File: config.mk
export PLATFORM = sky130hd
export DESIGN_NAME = te_l1_activation
export DESIGN_NICKNAME = d
export VERILOG_FILES = /design/src/verilog/ones_run_detect.v /design/src/verilog/te_l1_activation.v
export VERILOG_INCLUDE_DIRS = /design/src /design/src/verilog
export SDC_FILE = /design/constraint.sdc
export NUM_CORES = 1
export LEC_CHECK = 0
export BUFFER_PORTS_ARGS = -buffer_cell sky130_fd_sc_hd__buf_4
export CORE_ASPECT_RATIO = 0.7
export CORE_UTILIZATION = 50
export DETAILED_ROUTE_END_ITERATION = 8
export PLACE_DENSITY = 0.7
export SETUP_SLACK_MARGIN = 0.05
export SKIP_LAST_GASP = 1
export SLEW_MARGIN = 20
export SYNTH_ARGS = -nofsm -noshare
export SYNTH_HDL_FRONTEND = slang
export SYNTH_SLANG_ARGS = --single-unit
export TNS_END_PERCENT = 20
File: constraint.sdc
create_clock -name i_sys_clk -period 3.1 [get_ports i_sys_clk]
set_clock_uncertainty 0.1 [all_clocks]
set_input_delay 0.31 -clock i_sys_clk [delete_from_list [all_inputs] [get_ports i_sys_clk]]
set_output_delay 0.31 -clock i_sys_clk [all_outputs]
set_load 0.005 [all_outputs]
File: src/verilog/te_l1_defines.vh
// Constants for the terminal layer 1 activation state machine
// What this block does
// INFO 0 is recognised only after 48 or more contiguous received binary ONEs.
// INFO 0: F2 to F3 with MPH-II(c); F6/F7/F8 deactivate to F3.
// In F4 an unclassified received signal moves to F5; elsewhere no change.
// Optional hold-off timer starts when INFO 0 forces exit from F7 or F8.
// With hold-off, PH-DI is given only if F7 not re-entered before expiry.
// Hold-off duration lies between 500 ms and 1000 ms.
// Activate request ignored while receiving signals other than INFO 0/2/4.
// In F6/F7 INFO 0 transmission starts no earlier than 250 us after detection.
// No INFO 2/4 recognised within 5 ms of a signal means go to F5; here F4 goes to F5 at once on an unclassified signal, with no 5 ms wait.
// Any-signal event: signal present but not yet classified as INFO 2/4.
// INFO 2 enters F6 with state-specific indications; lost framing goes to F8.
// INFO 4 enters F7 with PH-AI, MPH-AI, T3 stop and state-specific indications.
`ifndef TE_L1_DEFINES_VH
`define TE_L1_DEFINES_VH

// ==========================================================
// Clock and timing
`define TE_CLK_HZ          40000000
`define TE_CLK_PER_US      (`TE_CLK_HZ / 1000000)
`define TE_CLK_PER_MS      (`TE_CLK_HZ / 1000)
`define TE_INFO0_ONES      48
`define TE_REACT_US        250
`define TE_REACT_CYC       (`TE_REACT_US * `TE_CLK_PER_US)
`define TE_RECOG_MS        5
`define TE_RECOG_CYC       (`TE_RECOG_MS * `TE_CLK_PER_MS)
`define TE_HOLDOFF_MIN_MS  500
`define TE_HOLDOFF_MAX_MS  1000
`define TE_HOLDOFF_CYC     (`TE_HOLDOFF_MIN_MS * `TE_CLK_PER_MS)
`define TE_T3_MS           1000
`define TE_T3_CYC          (`TE_T3_MS * `TE_CLK_PER_MS)

// ==========================================================
// Transmitted INFO codes
`define TE_TX_INFO0        2'h0
`define TE_TX_INFO1        2'h1
`define TE_TX_INFO3        2'h3

`endif
File: src/verilog/ones_run_detect.v
// Detector of a run of contiguous binary ONEs on the received bit stream
`timescale 1ns/1ps
module ones_run_detect #(
   parameter RUN_LEN = 48
) (
   input  wire i_sys_clk,
   input  wire i_sys_rst,
   input  wire i_rx_bit_valid,
   input  wire i_rx_bit,
   output reg  o_run_ok
);
   // ==========================================================
   // Run counter
   localparam [6:0] RUN_MAX = RUN_LEN[6:0];
   reg [6:0] run_cnt_ff;

   // Any ZERO breaks the run; count saturates so a long idle line stays INFO 0
   always @(posedge i_sys_clk or posedge i_sys_rst) begin
      if (i_sys_rst) begin
         run_cnt_ff <= 7'h00;
         o_run_ok   <= 1'b0;
      end else if (i_rx_bit_valid) begin
         // unbroken ONEs run
         if (!i_rx_bit) begin
            run_cnt_ff <= 7'h00;
            o_run_ok   <= 1'b0;
         end else if (run_cnt_ff < RUN_MAX) begin
            run_cnt_ff <= run_cnt_ff + 7'h01;
            o_run_ok   <= (run_cnt_ff + 7'h01) >= RUN_MAX;
         end
      end
   end
endmodule

File: src/verilog/te_l1_activation.v
// Layer 1 activation and deactivation state machine of a locally powered terminal
`timescale 1ns/1ps
`include "te_l1_defines.vh"
module te_l1_activation #(
   parameter INFO0_ONES   = `TE_INFO0_ONES,
   parameter REACT_CYC    = `TE_REACT_CYC,
   parameter HOLDOFF_CYC  = `TE_HOLDOFF_CYC,
   parameter T3_CYC       = `TE_T3_CYC
) (
   input  wire       i_sys_clk,
   input  wire       i_sys_rst,
   input  wire       i_local_power,
   input  wire       i_rx_bit_valid,
   input  wire       i_rx_bit,
   input  wire       i_sig_present,
   input  wire       i_info2_det,
   input  wire       i_info4_det,
   input  wire       i_lost_framing,
   input  wire       i_ph_act_req,
   input  wire       i_holdoff_en,
   output reg  [3:0] o_state,
   output reg  [1:0] o_tx_info,
   output reg        o_t3_running,
   output reg        o_ph_ai,
   output reg        o_ph_di,
   output reg        o_mph_ai,
   output reg        o_mph_di,
   output reg        o_mph_ii_c,
   output reg        o_mph_ii_d,
   output reg        o_mph_ei1,
   output reg        o_mph_ei2
);
   // ==========================================================
   // States
   localparam [3:0] F1 = 4'h1;
   localparam [3:0] F2 = 4'h2;
   localparam [3:0] F3 = 4'h3;
   localparam [3:0] F4 = 4'h4;
   localparam [3:0] F5 = 4'h5;
   localparam [3:0] F6 = 4'h6;
   localparam [3:0] F7 = 4'h7;
   localparam [3:0] F8 = 4'h8;
   localparam       CW = 26;

   // ==========================================================
   // Received INFO 0 and signal classification
   wire info0_rx;

   ones_run_detect #(
      .RUN_LEN        (INFO0_ONES)
   ) u_info0 (
      .i_sys_clk      (i_sys_clk),
      .i_sys_rst      (i_sys_rst),
      .i_rx_bit_valid (i_rx_bit_valid),
      .i_rx_bit       (i_rx_bit),
      .o_run_ok       (info0_rx)
   );

   // unclassified signal
   wire any_sig = i_sig_present & ~info0_rx & ~i_info2_det & ~i_info4_det;

   // Sent INFO as a function of state
   function [1:0] tx_of;
      input [3:0] st;
      begin
         case (st)
            F4:      tx_of = `TE_TX_INFO1;
            F6, F7:  tx_of = `TE_TX_INFO3;
            default: tx_of = `TE_TX_INFO0;
         endcase
      end
   endfunction

   // ==========================================================
   // Timers: T3, INFO 0 reaction delay, deactivation hold-off
   reg  [CW-1:0] t3_cnt_ff;
   reg  [CW-1:0] react_cnt_ff;
   reg  [CW-1:0] hold_cnt_ff;
   reg           hold_run_ff;
   reg  [3:0]    state_ff;
   wire          t3_exp    = o_t3_running & (t3_cnt_ff >= T3_CYC[CW-1:0] - 1'b1);
   wire          react_ok  = (react_cnt_ff >= REACT_CYC[CW-1:0] - 1'b1);
   wire          hold_exp  = hold_run_ff & (hold_cnt_ff == HOLDOFF_CYC[CW-1:0] - 1'b1);

   // ==========================================================
   // Next-state decode
   reg  [3:0] nxt_state;
   reg        nxt_t3_run;
   reg        nxt_hold_start;
   reg        nxt_ph_ai;
   reg        nxt_ph_di;
   reg        nxt_mph_ai;
   reg        nxt_mph_di;
   reg        nxt_mph_ii_c;
   reg        nxt_mph_ii_d;
   reg        nxt_mph_ei1;
   reg        nxt_mph_ei2;

   // Event priority: power, INFO 0, lost framing, INFO 4, INFO 2, any signal,
   // T3 expiry, activate request. Only one event is acted on per clock.
   always @* begin
      nxt_state      = state_ff;
      nxt_t3_run     = o_t3_running;
      nxt_hold_start = 1'b0;
      nxt_ph_ai      = 1'b0;
      nxt_ph_di      = 1'b0;
      nxt_mph_ai     = 1'b0;
      nxt_mph_di     = 1'b0;
      nxt_mph_ii_c   = 1'b0;
      nxt_mph_ii_d   = 1'b0;
      nxt_mph_ei1    = 1'b0;
      nxt_mph_ei2    = 1'b0;
      if (!i_local_power) begin
         // Loss of local power
         if (state_ff != F1) begin
            nxt_state    = F1;
            nxt_t3_run   = 1'b0;
            nxt_mph_ii_d = (state_ff != F2);
            nxt_mph_di   = (state_ff > F3);
            nxt_ph_di    = (state_ff > F3);
         end
      end else if (state_ff == F1) begin
         nxt_state = F2;
      end else if (info0_rx && (state_ff == F2 || state_ff == F8 ||
                                ((state_ff == F6 || state_ff == F7) && react_ok))) begin
         // INFO 0 per state
         nxt_state = F3;
         if (state_ff == F2) begin
            nxt_mph_ii_c = 1'b1;
         end else begin
            nxt_mph_di  = 1'b1;
            nxt_mph_ei2 = (state_ff == F8);
            nxt_t3_run  = 1'b0;
            // hold-off on leaving F7/F8
            if (i_holdoff_en && state_ff != F6) begin
               nxt_hold_start = 1'b1;
            end else begin
               nxt_ph_di = 1'b1;
            end
         end
      end else if (i_lost_framing && (state_ff == F6 || state_ff == F7)) begin
         // lost framing
         nxt_state   = F8;
         nxt_mph_ei1 = 1'b1;
      end else if (i_info4_det && state_ff != F7) begin
         // INFO 4 activates
         nxt_state    = F7;
         nxt_ph_ai    = 1'b1;
         nxt_mph_ai   = 1'b1;
         nxt_t3_run   = 1'b0;
         nxt_mph_ii_c = (state_ff == F2);
         nxt_mph_ei2  = (state_ff == F6 || state_ff == F8);
      end else if (i_info2_det && state_ff != F6) begin
         // INFO 2 synchronises
         nxt_state    = F6;
         nxt_mph_ii_c = (state_ff == F2);
         nxt_mph_ei1  = (state_ff == F7);
         nxt_mph_ei2  = (state_ff == F8);
      end else if (any_sig && state_ff == F4) begin
         // unidentified signal
         nxt_state = F5;
      end else if (t3_exp) begin
         // T3 expiry gives up activation
         nxt_t3_run = 1'b0;
         nxt_mph_di = 1'b1;
         nxt_ph_di  = 1'b1;
         if (state_ff != F6) begin
            nxt_state = F3;
         end
      end else if (i_ph_act_req && state_ff == F3 && !any_sig) begin
         // request gated by receiver
         nxt_state  = F4;
         nxt_t3_run = 1'b1;
      end
   end

   // ==========================================================
   // State and registered primitives
   always @(posedge i_sys_clk or posedge i_sys_rst) begin
      if (i_sys_rst) begin
         state_ff     <= F1;
         o_state      <= F1;
         o_tx_info    <= `TE_TX_INFO0;
         o_t3_running <= 1'b0;
         o_ph_ai      <= 1'b0;
         o_mph_ai     <= 1'b0;
         o_mph_di     <= 1'b0;
         o_mph_ii_c   <= 1'b0;
         o_mph_ii_d   <= 1'b0;
         o_mph_ei1    <= 1'b0;
         o_mph_ei2    <= 1'b0;
      end else begin
         state_ff     <= nxt_state;
         o_state      <= nxt_state;
         o_tx_info    <= tx_of(nxt_state);
         o_t3_running <= nxt_t3_run;
         o_ph_ai      <= nxt_ph_ai;
         o_mph_ai     <= nxt_mph_ai;
         o_mph_di     <= nxt_mph_di;
         o_mph_ii_c   <= nxt_mph_ii_c;
         o_mph_ii_d   <= nxt_mph_ii_d;
         o_mph_ei1    <= nxt_mph_ei1;
         o_mph_ei2    <= nxt_mph_ei2;
      end
   end

   // ==========================================================
   // T3 counter, restarted on every start so a stale count never expires early
   always @(posedge i_sys_clk or posedge i_sys_rst) begin
      if (i_sys_rst) begin
         t3_cnt_ff <= {CW{1'b0}};
      end else if (!nxt_t3_run || !o_t3_running) begin
         t3_cnt_ff <= {CW{1'b0}};
      end else begin
         t3_cnt_ff <= t3_cnt_ff + 1'b1;
      end
   end

   // Reaction delay: INFO 0 must be held this long in F6/F7 before INFO 0 is sent,
   // which also rides out short all-ONE stretches of a live line
   always @(posedge i_sys_clk or posedge i_sys_rst) begin
      if (i_sys_rst) begin
         react_cnt_ff <= {CW{1'b0}};
      end else if (info0_rx && (state_ff == F6 || state_ff == F7)) begin
         // no earlier than 250 us
         if (!react_ok) begin
            react_cnt_ff <= react_cnt_ff + 1'b1;
         end
      end else begin
         react_cnt_ff <= {CW{1'b0}};
      end
   end

   // Hold-off: PH-DI is deferred, and dropped if F7 is re-entered in time
   always @(posedge i_sys_clk or posedge i_sys_rst) begin
      if (i_sys_rst) begin
         hold_run_ff <= 1'b0;
         hold_cnt_ff <= {CW{1'b0}};
         o_ph_di     <= 1'b0;
      end else begin
         o_ph_di <= nxt_ph_di;
         if (nxt_hold_start) begin
            // 500 ms default
            hold_run_ff <= 1'b1;
            hold_cnt_ff <= {CW{1'b0}};
         end else if (hold_run_ff) begin
            // cancel on return to F7
            if (nxt_state == F7 || nxt_state == F1) begin
               hold_run_ff <= 1'b0;
            end else if (hold_exp) begin
               hold_run_ff <= 1'b0;
               o_ph_di     <= 1'b1;
            end else begin
               hold_cnt_ff <= hold_cnt_ff + 1'b1;
            end
         end
      end
   end
endmodule

======== Word level (Yosys, flattened, before mapping) ========
Cells that the tools add are included.
storage, ports and cells
  input bits .............................. 11
  word-level logic and storage cells ...... 165
  register bits after elaboration ......... 101
  output and inout bits ................... 15
cells by class
  reduce and logical (&&, ||, !) cells .... 23
  bitwise gates (word level) .............. 8
  equal/unequal tests ..................... 20
  mux-type cells .......................... 89
  add/subtract/negate cells ............... 4
  $lt $le $gt $ge ......................... 5
operator list
  cell                     number
  $mux W26                 7
  $add A26 B1 Y26 const B  3
  $mux W1                  68
  $mux W4                  11
  $eq A26 B25 Y1 const B   1
  $ge A26 B14 Y1 const B   1
  $ge A26 B26 Y1 const B   1
  $eq A4 B3 Y1 const B     6
  $mux W7                  2
  $logic_and A1 B1 Y1      10
  $eq A4 B1 Y1 const B     2
  $eq A4 B2 Y1 const B     2
  $ne A4 B3 Y1 const B     2
  $add A7 B1 Y7 const B    1
  $ge A7 B6 Y1 const B     1
  $lt A7 B6 Y1 const B     1
  $logic_or A1 B1 Y1       6
  $and A1 B1 Y1            5
  $eq A4 B4 Y1 const B     1
  $gt A4 B2 Y1 const B     1
  $ne A2 B1 Y1 const B     2
  $ne A2 B2 Y1 const B     2
  $ne A4 B1 Y1 const B     1
  $ne A4 B2 Y1 const B     1
  7 further kinds          11

======== Longest topological paths before layout ========
  depth after elaboration ................. 20
  gate-level depth with buffers ........... 13
  gate-level depth less buffers ........... 10

======== Modules after synthesis ========
From an unflattened synthesis, not the netlist that was laid out.
second synthesis, totals
  cell total of the unflattened synthesis .. 567
  area total of the unflattened synthesis .. 5287.6 um2
by module, submodules not included
  module            cells each  sequential area each (um2)  instances  area an instance (um2)
  te_l1_activation  526         2328.5                      1          4883.4
  ones_run_detect   41          200.2                       1          404.1

======== Worst setup path after synthesis ========
OpenSTA, ideal clock, no wires.
  kind .................................... register -> register
  from .................................... register u_info0.o_run_ok
  to ...................................... register hold_cnt_ff[11]
  period minus slack after synthesis ...... 3.044 ns
  arrival time ............................ 2.866 ns
  slack ................................... 0.056 ns
  data required time ...................... 2.922 ns
  stages on the path, launching flop included .. 11
  setup time .............................. 0.078 ns
  buffers on the path ..................... 1
  cells stage by stage .................... dfrtp_1 > or4b_1 > nor3b_2 > or4_1 > nor3_2 > a211oi_2 > mux2i_2 > o21ai_2 > buf_6 > or4_1 > a21oi_1
on the way
  longest elaborated chain between the ends .. 19
  elaborated cells between the ends (all ways) .. 28
  those cells by class .................... eq/ne (4); mux (13); bitwise (4); reduce/logical (7)
ends and longest elaborated chain
  what                                                 line                    source
  start: declaration                                   ones_run_detect.v:10    output reg o_run_ok
  start signal: assignment                             ones_run_detect.v:21    o_run_ok <= 1'b0;
  start signal: assignment                             ones_run_detect.v:26    o_run_ok <= 1'b0;
  start signal: assignment                             ones_run_detect.v:29    o_run_ok <= (run_cnt_ff + 7'h01) >= RUN_MAX;
  $not A1 Y1                                           te_l1_activation.v:60   wire any_sig = i_sig_present & ~info0_rx & ~i_info2_det & ~i_info4_det;
  $and A1 B1 Y1 (3 in series)                          te_l1_activation.v:60
  $logic_not A1 Y1                                     te_l1_activation.v:170  end else if (i_ph_act_req && state_ff == F3 && !any_sig) begin
  $logic_and A1 B1 Y1                                  te_l1_activation.v:170
  $mux W4                                              te_l1_activation.v:170
  $mux W4                                              te_l1_activation.v:162  end else if (t3_exp) begin
  $mux W4                                              te_l1_activation.v:159  end else if (any_sig && state_ff == F4) begin
  $mux W4                                              te_l1_activation.v:153  end else if (i_info2_det && state_ff != F6) begin
  $mux W4                                              te_l1_activation.v:145  end else if (i_info4_det && state_ff != F7) begin
  $mux W4                                              te_l1_activation.v:141  end else if (i_lost_framing && (state_ff == F6 || state_ff == F7)) begin
  $mux W4                                              te_l1_activation.v:124  end else if (info0_rx && (state_ff == F2 || state_ff == F8 ||
  $mux W4                                              te_l1_activation.v:122  end else if (state_ff == F1) begin
  $mux W4                                              te_l1_activation.v:113  if (!i_local_power) begin
  $eq A4 B3 Y1 / $eq A4 B1 Y1 (equally long branches)  te_l1_activation.v:248  if (nxt_state == F7 || nxt_state == F1) begin
  $logic_or A1 B1 Y1                                   te_l1_activation.v:248
  $ne A2 B2 Y1 (no source line)                        --
  $reduce_and A3 Y1 (no source line)                   --
  end signal: assignment                               te_l1_activation.v:238  hold_cnt_ff <= {CW{1'b0}};
  end signal: assignment                               te_l1_activation.v:245  hold_cnt_ff <= {CW{1'b0}};
  end signal: assignment                               te_l1_activation.v:254  hold_cnt_ff <= hold_cnt_ff + 1'b1;
  end: declaration                                     te_l1_activation.v:78   reg [CW-1:0] hold_cnt_ff;
Parallel ways exist; a longest one is shown, timed or not.
A chain may end at the register's enable or synchronous reset.

======== Worst setup path in the final report ========
  from .................................... register t3_cnt_ff[0]
  to ...................................... register hold_cnt_ff[1]
on the way
  longest elaborated chain between the ends .. 14
  elaborated cells between the ends (all ways) .. 15
  those cells by class .................... order compare (1); eq/ne (3); mux (8); bitwise (1); reduce/logical (2)
ends and longest elaborated chain
  what                                                 line                    source
  start: declaration                                   te_l1_activation.v:76   reg [CW-1:0] t3_cnt_ff;
  start signal: assignment                             te_l1_activation.v:211  t3_cnt_ff <= {CW{1'b0}};
  start signal: assignment                             te_l1_activation.v:213  t3_cnt_ff <= {CW{1'b0}};
  start signal: assignment                             te_l1_activation.v:215  t3_cnt_ff <= t3_cnt_ff + 1'b1;
  $ge A26 B26 Y1 (*)                                   te_l1_activation.v:81   wire t3_exp = o_t3_running & (t3_cnt_ff >= T3_CYC[CW-1:0] - 1'b1);
  $and A1 B1 Y1 (*)                                    te_l1_activation.v:81
  $mux W4 (*)                                          te_l1_activation.v:162
  $mux W4 (*)                                          te_l1_activation.v:159
  $mux W4 (*)                                          te_l1_activation.v:153
  $mux W4 (*)                                          te_l1_activation.v:145
  $mux W4 (*)                                          te_l1_activation.v:141
  $mux W4 (*)                                          te_l1_activation.v:124
  $mux W4 (*)                                          te_l1_activation.v:122
  $mux W4 (*)                                          te_l1_activation.v:113
  $eq A4 B3 Y1 / $eq A4 B1 Y1 (equally long branches)  te_l1_activation.v:248
  $logic_or A1 B1 Y1 (*)                               te_l1_activation.v:248
  $ne A2 B2 Y1 (no source line) (*)                    --
  $reduce_and A3 Y1 (no source line) (*)               --
Mark *: on every way between the ends. The rest lies on a longest branch, timed or not.

==> results.py <==
metrics = {
    "worst_setup_path": {
        "crit-reg2reg-launch": "t3_cnt_ff[0]",
        "start_kind": "flip-flop",
        "r2r-end": "hold_cnt_ff[1]",
        "cp-startpoint": "t3_cnt_ff[0]",
        "cp_data_required_time_ns": 3.24,
        "r2r_cells": 13,
        "end_kind": "flip-flop",
        "cp-endpoint": "hold_cnt_ff[1]",
        "ff2ff_setup_slack_ns": -0.11,
        "cp.arrival_ns": 3.35,
        "worstPathMaxFanout": 15,
        "criticalPathCategory": "reg2reg",
    },
    "synthesis": {
        "synth_area_per_cell_sq_um": 9.15,
        "synthFlopType": "dfrtp_1",
        "async_flop_share_pct": 100,
        "synth_compound_area_share_pct": 13.1,
        "syn_inst": 585,
        "synth_top_area_cell": "dfrtp_1",
        "syn_nets": 601,
        "ys.warnings.count": 0,
        "ys_top_cells_by_area": "dfrtp_1 (47%), nor2_1 (6.0%), xor2_1 (4.1%)",
        "synthAdderAreaFrac_pct": 1.17,
        "synthXorXnorAreaFrac_pct": 6.38,
        "seq_area_frac_synth_pct": 47.3,
        "muxShareOfSynthArea_pct": 1.01,
        "yosys.area.top_type_share_pct": 46.8,
        "ys_ff_latch": 101,
        "ys_types": 61,
        "synth_simple_gate_area_share_pct": 27.5,
        "synth_top_family_by_area": "simple AND/OR/NAND/NOR gates",
        "netlist_area_sq_um": 5350,
        "synth_edf_count": 0,
    },
    "layout": {
        "final_common_cell": "dfrtp_1",
        "instances_no_fill": 789,
        "mostFrequentLayoutCells": "dfrtp_1 (100), nor2_1 (84), buf_4 (76)",
        "final_area_sq_um": 6630,
        "fill_cells": 836,
        "seq_area_sq_um": 2530,
        "post-route-util_pct": 64.0,
        "final_nets": 668,
        "diodes": 0,
        "syn2layout_area_growth_pct": 23.8,
        "drive_above_1_share_pct": 21.8,
        "multi_input_area_sq_um": 2840,
    },
    "cts": {
        "htreeDepth": 3,
        "numClockSinks": 101,
        "root_buffer": "clkbuf_16",
        "clk_pin_slew_ns": 0.07,
        "cts_buffer_depth": 2,
        "cts_tree": "built",
        "insertion_delay_ns": 0.36,
        "cts-hold-fix-buffers": 0,
        "numCtsBuffers": 9,
    },
    "grt": {
        "antenna_found_initial": 0,
        "grtUsageTotal_pct": 24.7,
        "grt_pass1_vias": 4229,
        "grt_overflow_total": 0,
        "grt_start_max_net_pins": 44,
        "grt_pass1_wl_um": 21400,
    },
    "place": {
        "place.gp.congestion": 0.918,
        "place_hpwl_um": 9030,
        "place_area_sq_um": 5970,
        "numPortBuffers": 25,
        "place_inst": 763,
    },
    "power_and_ir_drop": {
        "pwr-share-clk_pct": 43.3,
        "p_switching_uw": 745,
        "ir_drop_uv": 277,
        "combPwrFrac_pct": 11.4,
        "p_leak_uw": 0.00285,
        "pwr-share-seq_pct": 45.3,
        "sw_frac_of_total_pct": 24.5,
        "power.density_nw_per_um2": 459,
        "internal_power_uw": 2300,
    },
    "drt": {
        "first_pass_iters": 9,
        "vias": 4753,
        "postRouteWirelength_um": 13700,
        "remaining_drc_errors": 1,
        "drt_iter0_markers": 470,
        "postRouteAntennaNets": 0,
        "wl_per_cell_um": 17.4,
        "viasPerCell": 6.02,
    },
    "timing": {
        "max_freq_ghz": 0.312,
        "holdWs_ns": 0.0330,
        "worst_pin_slew_ns": 0.946,
        "fin_crit_sh_pct": 103,
        "fin_crit_ns": 3.21,
        "setup_viol": 23,
        "setup_ws_ns": -0.107,
        "final_max_slew_viol_count": 0,
        "rsz0062_at_grt": "true",
        "finalHoldViolations": 0,
        "slew-limit-headroom_pct": 36.8,
        "finalSetupTns_ns": -1.01,
    },
    "floorplanning": {
        "pin_count": 26,
        "fp-row-count": 31,
        "core_area_sq_um": 10400,
        "start_util_pct": 51.7,
        "die_w_um": 126,
        "die_y_um": 88.5,
        "die_area_sq_um": 11100,
    },
    "worst_hold_path": {
        "hp-class": "in2reg",
    },
    "run_status": {
        "violations": "design-rule violations, negative setup slack",
        "status": "finished, violations left",
    },
    "run": {
        "drv_cap": 0,
    },
}
[flip-flops by register name, indices dropped and copies added, names as in the netlist]
name                count
react_cnt_ff           26
o_mph_di                1
hold_run_ff             1
o_ph_di                 1
u_info0.run_cnt_ff      7
o_mph_ai                1
o_mph_ii_c              1
t3_cnt_ff              26
o_mph_ei2               1
state_ff                4
o_mph_ei1               1
o_t3_running            1
hold_cnt_ff            26
o_mph_ii_d              1
u_info0.o_run_ok        1
o_tx_info               2
[cell type report]
class	instances	area share, %
tap	132	2.49
multi-input combinational	442	42.8
sequential	101	38.2
inverter	17	1.02
timing repair buffer	81	10.3
clock inverter	7	1.85
clock buffer	9	3.40
[per-stage QoR]
| step | total power, uW | setup slack (ns) |
|---|---|---|
| 3_3_place_gp | 1700 | -0.00822 |
| 4_1_cts | 3020 | 0.0437 |
| 6_report | 3040 | -0.107 |
| 2_1_floorplan | 1550 | 0.0563 |
| 5_1_grt | 3150 | -0.213 |
| 3_5_place_dp | 1700 | -0.0778 |
[cell families (layout without fill, tap and decap cells)]
kind of cell / count (synthesis) / count (layout)
compound gates: 111 / 111
xor+xnor: 39 / 39
fa+ha+maj: 5 / 5
buf+inv: 42 / 114
flops: 101 / 101
mux: 5 / 5
simple gates: 282 / 282
[layer usage]
metal	vias to the layer above	global-route usage (%)	part of all wire, %
met5	-	0	0
met4	0	6.65	1.4
met3	24	5.02	5.3
met2	158	35.7	44
met1	2339	37.5	50
li1	2232	-	-
[synthesized netlist by cell type, types with 6 or more instances]
master    count
or3_1        10
xor2_1       25
dfrtp_1     100
nor4_1        7
xnor2_1      14
and2_1        8
or4_1        19
and3_1       17
nand3_1      41
nor2_1       85
o21ai_0      20
o31ai_1      12
inv_1        16
nor3_1       10
a21oi_1      37
o211ai_1      8
nand4_1      17
o21ai_1       6
nand2_1      45
clkbuf_1     13
[worst max-delay path, cell delays in order, from the launching register on]
cell       delay (ns)
dfrtp_1          0.40
ha_1             0.21
and3_1           0.19
a31o_2           0.29
and3_4           0.21
buf_4            0.13
o31a_1           0.27
o31ai_4          0.27
mux2i_4          0.13
o21ai_4          0.28
clkbuf_16        0.23
buf_4            0.14
mux2i_1          0.18
nor2_1           0.05
[worst min path at each step]
| stage | to | cells after the start | slack, ns | from |
|---|---|---|---|---|
| 2_1_floorplan | u_info0.run_cnt_ff[5] | 1 | 0.30 | i_rx_bit_valid |
| 3_3_place_gp | t3_cnt_ff[0] | 1 | 0.35 | t3_cnt_ff[0] |
| 3_5_place_dp | t3_cnt_ff[0] | 1 | 0.36 | t3_cnt_ff[0] |
| 4_1_cts | u_info0.run_cnt_ff[5] | 2 | 0.02 | i_rx_bit_valid |
| 5_1_grt | u_info0.run_cnt_ff[5] | 2 | 0.05 | i_rx_bit_valid |
| 6_report | u_info0.run_cnt_ff[5] | 2 | 0.03 | i_rx_bit_valid |
[power by group through the flow]
stage / sequential, uW / combinational [uW] / clock [uW]
final: 1380 / 346 / 1320
after global routing: 1380 / 376 / 1400
after CTS: 1380 / 307 / 1340
after detailed placement: 1400 / 300 / 0
after global placement: 1400 / 301 / 0
after floorplan: 1380 / 168 / 0
[repair_timing]
action	in CTS	in global routing
resized for setup	8	32
buffers inserted	2	6
cloned	0	2
setup endpoints to repair	18	26
pin swaps	7	25
No activity file was read; power rests on OpenSTA's default activity.
